===== src/logic/tpw_pkg.sv =====
// Purpose: shared constants and types of the 8-bit pwm timer output stage
// Assumes: one core clock, timer tick from the prescaler on the same clock
// Notes: register offsets are byte addresses in their own address space
package tpw_pkg;
  // ==========================================================
  // register map
  localparam logic [7:0] TPW_CTRL_A_DADDR = 8'h44;
  localparam logic [7:0] TPW_CTRL_A_IOADDR = 8'h24;
  localparam logic [7:0] TPW_CTRL_A_RESET = 8'h00;
  localparam logic [7:0] TPW_CTRL_A_WMASK = 8'hF3;
  localparam int TPW_COMA_LSB = 6;
  localparam int TPW_COMB_LSB = 4;
  localparam int TPW_WGM_LSB = 0;
  // ==========================================================
  // counter values
  localparam logic [7:0] TPW_BOTTOM = 8'h00;
  localparam logic [7:0] TPW_ONE = 8'h01;
  localparam logic [7:0] TPW_MAX = 8'hFF;
  localparam logic [9:0] TPW_PC_PERIOD = 10'h1FE;
  // ==========================================================
  // modes
  typedef enum logic [2:0] {
    TPW_NORMAL = 3'b000,
    TPW_PC_FF = 3'b001,
    TPW_CTC = 3'b010,
    TPW_FAST_FF = 3'b011,
    TPW_RSV4 = 3'b100,
    TPW_PC_OCR = 3'b101,
    TPW_RSV6 = 3'b110,
    TPW_FAST_OCR = 3'b111
  } tpw_wgm_t;
  typedef enum logic [1:0] {
    TPW_COM_OFF = 2'b00,
    TPW_COM_TOG = 2'b01,
    TPW_COM_CLR = 2'b10,
    TPW_COM_SET = 2'b11
  } tpw_com_t;
endpackage


===== src/logic/tpw_link_if.sv =====
// Purpose: carries counter state and configuration between timer modules
// Assumes: all signals on core_clk
// Notes: none
`timescale 1ns/1ps
`default_nettype none
interface tpw_link_if;
  import tpw_pkg::*;
  logic tick;
  logic wgm2;
  logic load;
  logic [7:0] load_val;
  logic [7:0] ocr_in_a;
  logic [7:0] ocr_in_b;
  logic [7:0] ctrl_a;
  logic [7:0] count;
  logic [7:0] top;
  logic [7:0] ocr_a;
  logic [7:0] ocr_b;
  logic up;
  tpw_wgm_t mode;
  logic at_top;
  logic at_bot;
  logic ovf_evt;
  modport regs (output ctrl_a);
  modport cnt (input tick, wgm2, load, load_val, ocr_in_a, ocr_in_b, ctrl_a,
    output count, top, ocr_a, ocr_b, up, mode, at_top, at_bot, ovf_evt);
  modport wave (output tick, wgm2, load, load_val, ocr_in_a, ocr_in_b,
    input ctrl_a, count, top, ocr_a, ocr_b, up, mode, at_top, at_bot, ovf_evt);
endinterface
`default_nettype wire


===== src/logic/tpw_regs.sv =====
// Purpose: control register A with decode in data and io address space
// Assumes: single-cycle write strobe, read data one cycle after strobe
// Notes: read data is zero when no read hits
`timescale 1ns/1ps
`default_nettype none
module tpw_regs
  import tpw_pkg::*;
(
  input wire logic core_clk,
  input wire logic rst,
  input wire logic [7:0] reg_addr,
  input wire logic reg_io_space,
  input wire logic reg_wr,
  input wire logic reg_rd,
  input wire logic [7:0] reg_wdata,
  output logic [7:0] reg_rdata,
  tpw_link_if.regs lnk
);
  typedef struct packed {
    logic [7:0] ctrl;
    logic [7:0] rdata;
  } tpw_regs_st_t;
  tpw_regs_st_t s_r;
  tpw_regs_st_t s_nxt;
  logic hit;
  // ==========================================================
  // decode: same register at both offsets
  assign hit = reg_io_space ? (reg_addr == TPW_CTRL_A_IOADDR)
                            : (reg_addr == TPW_CTRL_A_DADDR);
  always_comb begin
    s_nxt = s_r;
    if (reg_wr && hit) begin
      s_nxt.ctrl = reg_wdata & TPW_CTRL_A_WMASK;
    end
    s_nxt.rdata = (reg_rd && hit) ? s_r.ctrl : 8'h00;
  end
  // state register
  always_ff @(posedge core_clk) begin
    if (rst) begin
      s_r <= '{ctrl: TPW_CTRL_A_RESET, rdata: 8'h00};
    end else begin
      s_r <= s_nxt;
    end
  end
  assign lnk.ctrl_a = s_r.ctrl;
  assign reg_rdata = s_r.rdata;
endmodule // tpw_regs
`default_nettype wire


===== src/logic/tpw_counter.sv =====
// Purpose: up, wrap and dual-slope count sequence with compare buffering
// Assumes: tick is a one-cycle enable from the prescaler
// Notes: a load from software wins over a tick in the same cycle
`timescale 1ns/1ps
`default_nettype none
module tpw_counter
  import tpw_pkg::*;
(
  input wire logic core_clk,
  input wire logic rst,
  tpw_link_if.cnt lnk
);
  typedef struct packed {
    logic [7:0] count;
    logic up;
    logic [7:0] ocr_a;
    logic [7:0] ocr_b;
  } tpw_cnt_st_t;
  tpw_cnt_st_t s_r;
  tpw_cnt_st_t s_nxt;
  tpw_wgm_t mode;
  logic pc;
  logic fast;
  logic wrap;
  logic upd;
  logic [7:0] top;
  // ==========================================================
  // mode decode and top selection
  assign mode = tpw_wgm_t'({lnk.wgm2, lnk.ctrl_a[TPW_WGM_LSB +: 2]});
  assign pc = (mode == TPW_PC_FF) || (mode == TPW_PC_OCR);
  assign fast = (mode == TPW_FAST_FF) || (mode == TPW_FAST_OCR);
  assign top = (mode == TPW_CTC) ? lnk.ocr_in_a :
               (mode == TPW_PC_OCR || mode == TPW_FAST_OCR) ? s_r.ocr_a : TPW_MAX;
  // events only on a tick: tick is an enable, never a clock
  assign wrap = lnk.tick && (s_r.count == top || s_r.count == TPW_MAX);
  assign lnk.at_top = pc ? (lnk.tick && s_r.up && s_r.count >= top) : wrap;
  assign lnk.at_bot = pc ? (lnk.tick && !s_r.up && s_r.count == TPW_BOTTOM) : wrap;
  // a turn at top from count one also lands on bottom, so small tops still flag
  assign lnk.ovf_evt = pc ? (lnk.tick && s_r.count == TPW_ONE &&
                             (!s_r.up || s_r.count >= top)) :
                       (mode == TPW_FAST_OCR) ? wrap : (lnk.tick && s_r.count == TPW_MAX);
  // compare buffer loads at top in dual slope, at bottom in fast pwm
  assign upd = pc ? lnk.at_top : (fast ? wrap : 1'b1);
  always_comb begin
    s_nxt = s_r;
    if (upd) begin
      s_nxt.ocr_a = lnk.ocr_in_a;
      s_nxt.ocr_b = lnk.ocr_in_b;
    end
    if (lnk.tick) begin
      if (!pc) begin
        s_nxt.up = 1'b1;
        s_nxt.count = wrap ? TPW_BOTTOM : s_r.count + TPW_ONE;
      end else if (lnk.at_top) begin
        // top held for this one tick, then down
        s_nxt.up = 1'b0;
        s_nxt.count = (top == TPW_BOTTOM) ? TPW_BOTTOM : s_r.count - TPW_ONE;
      end else if (!s_r.up && s_r.count == TPW_BOTTOM) begin
        s_nxt.up = 1'b1;
        s_nxt.count = (top == TPW_BOTTOM) ? TPW_BOTTOM : TPW_ONE;
      end else begin
        s_nxt.count = s_r.up ? s_r.count + TPW_ONE : s_r.count - TPW_ONE;
      end
    end
    if (lnk.load) begin
      s_nxt.count = lnk.load_val;
    end
  end
  // state register
  always_ff @(posedge core_clk) begin
    if (rst) begin
      s_r <= '{count: TPW_BOTTOM, up: 1'b1, ocr_a: TPW_BOTTOM, ocr_b: TPW_BOTTOM};
    end else begin
      s_r <= s_nxt;
    end
  end
  assign lnk.count = s_r.count;
  assign lnk.up = s_r.up;
  assign lnk.top = top;
  assign lnk.mode = mode;
  assign lnk.ocr_a = upd ? lnk.ocr_in_a : s_r.ocr_a;
  assign lnk.ocr_b = upd ? lnk.ocr_in_b : s_r.ocr_b;
endmodule // tpw_counter
`default_nettype wire


===== src/logic/tpw_pwm_out.sv =====
// Purpose: waveform stage of an 8-bit timer, channels a and b, pin override
// Assumes: timer_tick, compare values and port bits come from core_clk logic
// Notes: compare values pass a buffer that follows the mode's update point
// How it works
// - dual-slope top is 0xFF in mode 1, compare value a in mode 5
// - dual slope counts up to top, turns, counts down to bottom, repeats
// - count stays at top for exactly one tick before going down
// - dual slope sets the overflow flag whenever the count reaches bottom
// - dual slope with output mode 10 gives non-inverted pwm
// - dual slope with output mode 11 gives inverted pwm
// - pwm modes: channel a mode 01 toggles on match when mode bit 2 set; b never
// - waveform reaches pin only while pin direction is output
// - non-inverted: clear on up match, set on down match; inverted opposite
// - dual-slope period is 510 ticks in mode 1 at any prescale factor
// - compare bottom gives constant low, max constant high, inverted opposite
// - leaving max moves output to up-match level at top
// - up slope that misses its match gets a compensating transition
// - counter is synchronous; tick is only an enable
// - nonzero output mode overrides port data, except 01 where it cannot toggle; direction bit enables driver
// - non-pwm modes: 00 off, 01 toggle, 10 clear, 11 set on match
// - fast pwm: 10 clear match set bottom, 11 opposite, 01 toggle if bit 2
// - fast pwm with compare at top ignores match, acts at bottom
// - dual slope with compare at top ignores match, acts at top
// - control register a at 0x44 data space, 0x24 io space, resets 0x00
`timescale 1ns/1ps
`default_nettype none
module tpw_pwm_out
  import tpw_pkg::*;
(
  input wire logic core_clk,
  input wire logic rst,
  input wire logic timer_tick,
  input wire logic waveform_mode_bit2,
  input wire logic [7:0] compare_value_a,
  input wire logic [7:0] compare_value_b,
  input wire logic count_load,
  input wire logic [7:0] count_wdata,
  input wire logic [7:0] reg_addr,
  input wire logic reg_io_space,
  input wire logic reg_wr,
  input wire logic reg_rd,
  input wire logic [7:0] reg_wdata,
  output logic [7:0] reg_rdata,
  input wire logic port_data_a,
  input wire logic port_dir_a,
  input wire logic port_data_b,
  input wire logic port_dir_b,
  output logic wave_out_a,
  output logic wave_out_b,
  output logic pin_a_out,
  output logic pin_a_oe,
  output logic pin_b_out,
  output logic pin_b_oe,
  output logic [7:0] count_value,
  input wire logic overflow_clear,
  output logic overflow_flag
);
  // ==========================================================
  // state
  typedef struct packed {
    logic [1:0] wave;
    logic [1:0] upm;
    logic ovf;
    logic armed;
    logic [9:0] per;
  } tpw_wave_st_t;
  tpw_wave_st_t s_r;
  tpw_wave_st_t s_nxt;
  tpw_link_if lnk();
  tpw_com_t com_c [2];
  logic [7:0] ocr_c [2];
  logic match_c [2];
  logic tog_ok [2];
  logic conn [2];
  logic pc;
  logic fast;
  logic pwm;

  // ==========================================================
  // submodules
  tpw_regs u_regs (
    .core_clk(core_clk),
    .rst(rst),
    .reg_addr(reg_addr),
    .reg_io_space(reg_io_space),
    .reg_wr(reg_wr),
    .reg_rd(reg_rd),
    .reg_wdata(reg_wdata),
    .reg_rdata(reg_rdata),
    .lnk(lnk.regs)
  );
  tpw_counter u_cnt (
    .core_clk(core_clk),
    .rst(rst),
    .lnk(lnk.cnt)
  );

  // inputs toward the counter, all from core_clk logic
  assign lnk.tick = timer_tick;
  assign lnk.wgm2 = waveform_mode_bit2;
  assign lnk.load = count_load;
  assign lnk.load_val = count_wdata;
  assign lnk.ocr_in_a = compare_value_a;
  assign lnk.ocr_in_b = compare_value_b;

  // ==========================================================
  // mode and per-channel decode
  assign pc = (lnk.mode == TPW_PC_FF) || (lnk.mode == TPW_PC_OCR);
  assign fast = (lnk.mode == TPW_FAST_FF) || (lnk.mode == TPW_FAST_OCR);
  assign pwm = pc || fast;
  assign com_c[0] = tpw_com_t'(lnk.ctrl_a[TPW_COMA_LSB +: 2]);
  assign com_c[1] = tpw_com_t'(lnk.ctrl_a[TPW_COMB_LSB +: 2]);
  assign ocr_c[0] = lnk.ocr_a;
  assign ocr_c[1] = lnk.ocr_b;

  // one loop per channel; only channel a may toggle in pwm modes
  for (genvar c = 0; c < 2; c++) begin : g_ch
    assign match_c[c] = lnk.tick && (lnk.count == ocr_c[c]);
    assign tog_ok[c] = !pwm || ((c == 0) && lnk.wgm2);
    assign conn[c] = (com_c[c] != TPW_COM_OFF) &&
                     ((com_c[c] != TPW_COM_TOG) || tog_ok[c]);
  end

  // ==========================================================
  // waveform next state
  always_comb begin
    s_nxt = s_r;
    for (int c = 0; c < 2; c++) begin
      if (pc && lnk.at_bot) begin
        s_nxt.upm[c] = 1'b0;
      end
      case (com_c[c])
        TPW_COM_OFF: begin
          s_nxt.wave[c] = s_r.wave[c];
        end
        TPW_COM_TOG: begin
          if (tog_ok[c] && match_c[c]) begin
            s_nxt.wave[c] = ~s_r.wave[c];
          end
        end
        TPW_COM_CLR, TPW_COM_SET: begin
          if (!pwm) begin
            if (match_c[c]) begin
              s_nxt.wave[c] = com_c[c][0];
            end
          end else if (fast) begin
            // compare at top: match ignored, bottom action alone
            if (match_c[c] && ocr_c[c] != lnk.top) begin
              s_nxt.wave[c] = com_c[c][0];
            end
            if (lnk.at_bot) begin
              s_nxt.wave[c] = ~com_c[c][0];
            end
          end else if (lnk.at_top) begin
            if (ocr_c[c] == lnk.top) begin
              s_nxt.wave[c] = ~com_c[c][0];
            end else if (!s_r.upm[c]) begin
              // no up match this slope: land on the up-match level
              s_nxt.wave[c] = com_c[c][0];
            end
          end else if (match_c[c]) begin
            // bottom counts as up slope so compare zero stays low
            if (lnk.up || lnk.count == TPW_BOTTOM) begin
              s_nxt.wave[c] = com_c[c][0];
              s_nxt.upm[c] = 1'b1;
            end else begin
              s_nxt.wave[c] = ~com_c[c][0];
            end
          end
        end
        default: begin
          s_nxt.wave[c] = s_r.wave[c];
        end
      endcase
    end
    // sticky overflow: a set in the clearing cycle wins
    s_nxt.ovf = lnk.ovf_evt || (s_r.ovf && !overflow_clear);
    // period watch for the fixed-top dual slope, read only by checks
    if (lnk.ovf_evt) begin
      s_nxt.per = 10'h001;
      s_nxt.armed = 1'b1;
    end else if (lnk.tick) begin
      s_nxt.per = s_r.per + 10'h001;
    end
    if (lnk.load || lnk.mode != TPW_PC_FF) begin
      s_nxt.armed = 1'b0;
    end
  end

  // state register
  always_ff @(posedge core_clk) begin
    if (rst) begin
      s_r <= '{wave: 2'b00, upm: 2'b00, ovf: 1'b0, armed: 1'b0, per: 10'h000};
    end else begin
      s_r <= s_nxt;
    end
  end

  // ==========================================================
  // outputs and pin override
  assign wave_out_a = s_r.wave[0];
  assign wave_out_b = s_r.wave[1];
  assign overflow_flag = s_r.ovf;
  assign count_value = lnk.count;
  // a disconnected waveform leaves the pin to port data
  assign pin_a_out = conn[0] ? s_r.wave[0] : port_data_a;
  assign pin_b_out = conn[1] ? s_r.wave[1] : port_data_b;
  // driver follows the direction bit only
  assign pin_a_oe = port_dir_a;
  assign pin_b_oe = port_dir_b;
endmodule // tpw_pwm_out
`default_nettype wire


===== config.mk =====
export PLATFORM = sky130hd
export DESIGN_NAME = tpw_pwm_out
export DESIGN_NICKNAME = d
export VERILOG_FILES = /design/src/logic/tpw_pkg.sv /design/src/logic/tpw_link_if.sv /design/src/logic/tpw_regs.sv /design/src/logic/tpw_counter.sv /design/src/logic/tpw_pwm_out.sv
export SDC_FILE = /design/constraint.sdc
export NUM_CORES = 1
export LEC_CHECK = 0
export ABC_AREA = 1
export BUFFER_PORTS_ARGS = -buffer_cell sky130_fd_sc_hd__buf_2
export CAP_MARGIN = 20
export CORE_MARGIN = 5
export CORE_UTILIZATION = 40
export DETAILED_ROUTE_END_ITERATION = 6
export PLACE_DENSITY = 0.64
export SYNTH_ARGS = -nofsm -noshare
export SYNTH_HDL_FRONTEND = slang
export SYNTH_SLANG_ARGS = --single-unit

===== constraint.sdc =====
create_clock -name core_clk -period 2.8 [get_ports core_clk]
set_input_delay 0.42 -clock core_clk [delete_from_list [all_inputs] [get_ports core_clk]]
set_output_delay 0.42 -clock core_clk [all_outputs]
set_load 0.01 [all_outputs]

==> metrics.md <==
| Metric | Value |
|---|---|
| Distinct cells, synth | `35` |
| Gr usage total | `0.220` |
| Post-Route Utilization | `0.582` |
| Final hold violation count | `0` |
| Ys flop type | `dfxtp_1` |
| Flop2flop setup slack | `-0.46 ns` |
| Critical-path top delay cell | `dfxtp_4` |
| Status | `finished with violations` |
| Routed wl met2 | `5890 um` |
| GP Congestion | `approximately 0.92` |
| Library cell with the largest summed area after synthesis | `dfxtp_1` |
| CTS Sinks | `42` |
| Met1 Wirelength | `~5400 um` |
| Worst Hold Path Cells | `3` |
| Synth Register Bits | `between 40 and 50` |
| DRT Wirelength | `~13000 um` |
| First-pass GRT wire length | `between 15000 and 20000 um` |
| Routed via count | `roughly 4400` |
| Crit Reg-Reg Startpoint | `u_regs.lnk.ctrl_a[0]` |
| Placed Cells | `796` |
| Sequential area share after synthesis | `0.239` |
| Min-Delay Endpoint | `u_cnt.lnk.count[3]` |
| Iteration-0 DRC Markers | `between 300 and 400` |
| Clk_lat worst skew | `roughly 0.31 ns` |
| Buffers on Ports | `67` |
| Final setup vio count | `4` |
| Number of diodes | `0` |
| Die footprint | `around 0.011 sq mm` |
| Worst setup EP type | `flip-flop` |
| CTS tree | `built` |
| Vias in the first global route | `about 4200` |
| Worst path most repeated cell | `nand2_1` |
| Worst-margin pin slew | `roughly 0.6 ns` |
| CP top delay family | `simple AND/OR/NAND/NOR gates` |
| Die X | `104 um` |
| Core area | `0.00864 sq mm` |
| VDD IR-drop max | `around 0.19 mV` |
| RSZ-0062 raised after global routing | `yes` |
| Area delta synth->final | `43.0%` |
| Fmax | `307 MHz` |
| Kind of critical path | `flip-flop to flip-flop` |
| Final worst slack | `-0.460 ns` |
| Critical Path RT | `3.06 ns` |
| Max-slew headroom | `0.602` |
| Synthesized instance count | `roughly 580` |
| WL/cell | `roughly 15 um` |
| Finished Cell Area | `between 0.005 and 0.006 sq mm` |
| Critical Path AT | `3.52 ns` |
| Initial antenna violation count | `0` |
| Static leakage | `0.00247 uW` |
| MaxCap Viol Count | `0` |
| Synthesized area per cell | `a little over 6 sq um` |
| Area contributors post-synth | `dfxtp_1, nand2_1, nand3_1` |
| Die Ht | `~100 um` |
| Filler Cells Inserted | `between 800 and 900` |
| Starting Density | `0.407` |
| ANT nets after route | `0` |
| Met3 routed WL | `just under 900 um` |
| CTS buffer count | `5` |
| Largest net degree at the start of global routing | `29` |
| Worst min path class | `input port to flip-flop` |
| Setup Skew | `roughly 0.0088 ns` |
| Multi-input logic area | `roughly 0.0026 sq mm` |
| Syn Std Cell Area | `around 0.0035 sq mm` |
| Pwr Density | `292 mW/mm^2` |
| Fin cells | `~830` |
| R2r endpoint | `wave_out_a` |
| Top layer in use | `met4` |
| EDFF count, synth | `0` |
| HPWL after DPL | `9360 um` |
| HP Start | `count_wdata[3]` |
| Total gr overflow | `0` |
| Post-synth top area share | `0.239` |
| Root buf cell | `clkbuf_8` |
| H-tree levels | `2` |
| Worst-path clk slew | `about 0.1 ns` |
| Fraction of layout cells with a size suffix above 1 | `0.353` |
| Worst path buffer plus inverter count | `3` |
| Fin nets | `779` |
| Boundary Pins | `76` |
| R2r worst-path depth | `25` |
| Max clock buf depth | `2` |
| Fin crit period | `about 3.3 ns` |
| Syn. warnings | `0` |
| CP peak stage delay | `around 0.38 ns` |
| Storage element area | `around 850 sq um` |
| Dpl cell area | `0.00438 sq mm` |
| DRC | `0` |
| Crit share post-route | `1.16` |
| Vias/cell | `approximately 5.3` |
| Drt first pass iters | `5` |
| Violated checks | `setup timing` |
| Slew Viols, Final | `0` |
| Rows | `34` |
| Critical path launch point type | `flip-flop` |
| Critical Path Fanout Max | `8` |
| Share of synthesized registers carrying an async set or reset | `0` |
## flip-flops by register name, summed over array words and instances (netlist names)
| register | count |
|---|---|
| s_r | 2 |
| u_regs.lnk.ctrl_a | 6 |
| u_cnt.s_r | 16 |
| u_cnt.lnk.up | 1 |
| wave_out_a | 1 |
| u_regs.reg_rdata | 6 |
| overflow_flag | 1 |
| u_cnt.lnk.count | 8 |
| wave_out_b | 1 |
## metal layers
metal  GRT usage  vias to the layer above
met2       0.355                      178
met1       0.283                     1997
met5           0                        -
met4      0.0944                        0
li1            -                     2135
met3      0.0448                       40
## placed cells by master (no fill, tap or decap), types with 2 or more instances in the layout
master / n
nand3b_1: 7
dfxtp_1: 40
o21ai_1: 7
buf_12: 3
nand3_1: 58
o22ai_1: 4
a21oi_1: 16
nor2_4: 7
nor2_2: 6
inv_1: 64
inv_2: 4
o211ai_1: 8
o21ai_0: 13
ha_1: 7
buf_2: 67
buf_6: 5
o22ai_2: 2
nor2_1: 53
a21oi_2: 4
buf_4: 83
nand2_2: 23
clkbuf_8: 5
conb_1: 2
ha_4: 3
xor2_1: 18
a31oi_1: 10
nand3b_2: 4
nand4_1: 5
inv_4: 3
xor2_2: 2
nor3_1: 7
nand3_2: 7
nand2_8: 3
o22ai_4: 4
nand2_4: 5
nand2_1: 143
## repair_timing
action,in CTS,in global routing
cloned,1,2
hold buffers,0,0
endpoints found under the hold margin,0,0
gates resized for setup,22,60
setup buffers,9,9
endpoints found under the setup margin,12,16
pin swaps,6,22
## worst register-to-register path, stage by stage, from the launching register on
cell       delay (ns)
dfxtp_4          0.38
inv_4            0.06
nand3_4          0.15
buf_6            0.18
o22ai_4          0.14
ha_4             0.17
nand3_2          0.08
nor2_2           0.12
nand3_2          0.08
nor2_2           0.12
nor2_1           0.05
nand2_1          0.10
nand2_2          0.10
nand2_8          0.15
clkbuf_16        0.17
nand3b_2         0.09
nand2_2          0.11
xor2_1           0.17
nand2_1          0.09
nor2_1           0.12
nand3_2          0.13
a21oi_1          0.14
nand2_1          0.09
nand2_1          0.06
nand2_1          0.05
a21oi_2          0.10
## cell usage after synthesis, types with 7 or more instances
master and instances:
a31oi_1 11, o22ai_1 10, o211ai_1 8, ha_1 10, nand2_1 159, nand3_1 64, nand2_2 11, nor2_1 64
dfxtp_1 42, o21ai_0 16, buf_4 14, clkbuf_1 11, inv_1 66, nor3_1 8, xor2_1 20, nand3b_1 7
a21oi_1 18
## metrics by stage
| step | power (uW) | setup TNS [ns] | hold slack [ns] | setup WS, ns |
|---|---|---|---|---|
| 6_report | 1470 | -1.50 | 0.362 | -0.460 |
| 5_1_grt | 1540 | -3.22 | 0.383 | -0.728 |
| 4_1_cts | 1450 | -1.41 | 0.369 | -0.437 |
| 3_5_place_dp | 985 | -5.28 | 0.456 | -0.761 |
| 3_3_place_gp | 981 | -3.91 | 0.454 | -0.600 |
| 2_1_floorplan | 851 | -0.162 | 0.445 | -0.0834 |
## how the worst max path moves through the flow
stage / end / from / cells past startpoint / slack [ns]
final: wave_out_a / u_regs.lnk.ctrl_a[0] / 25 / -0.46
after global routing: wave_out_a / u_regs.lnk.ctrl_a[0] / 29 / -0.73
after CTS: wave_out_b / u_regs.lnk.ctrl_a[0] / 28 / -0.44
after detailed placement: wave_out_b / waveform_mode_bit2 / 29 / -0.76
after global placement: wave_out_b / waveform_mode_bit2 / 29 / -0.60
after floorplan: wave_out_a / waveform_mode_bit2 / 26 / -0.08
## power breakdown
part	internal, uW	total (uW)	switching, uW
Sequential	617	636	18.3
Combinational	161	380	218
Clock	187	453	266
## logic make-up (layout without fill, tap and decap cells)
| logic type | Yosys count | after routing | share of synthesized area |
|---|---|---|---|
| and+or+nand+nor | 329 | 331 | 0.418 |
| buffers and inverters | 102 | 238 | 0.131 |
| AOI/OAI and AO/OA | 74 | 74 | 0.125 |
| DFF | 42 | 42 | 0.239 |
| xor gates and xnor gates | 20 | 20 | 0.0498 |
| adders and majority gates | 10 | 10 | 0.0356 |
| other | 1 | 2 | 0.00107 |
## final cells by class
type                            count  share of cell area
Multi-Input combinational cell    437               0.512
Clock buffer                        5              0.0137
Tap cell                          108              0.0269
Clock inverter                      3             0.00573
Inverter                           71              0.0545
Timing Repair Buffer              159               0.219
Sequential cell                    42               0.168
Power figures use the tool's default switching activity.
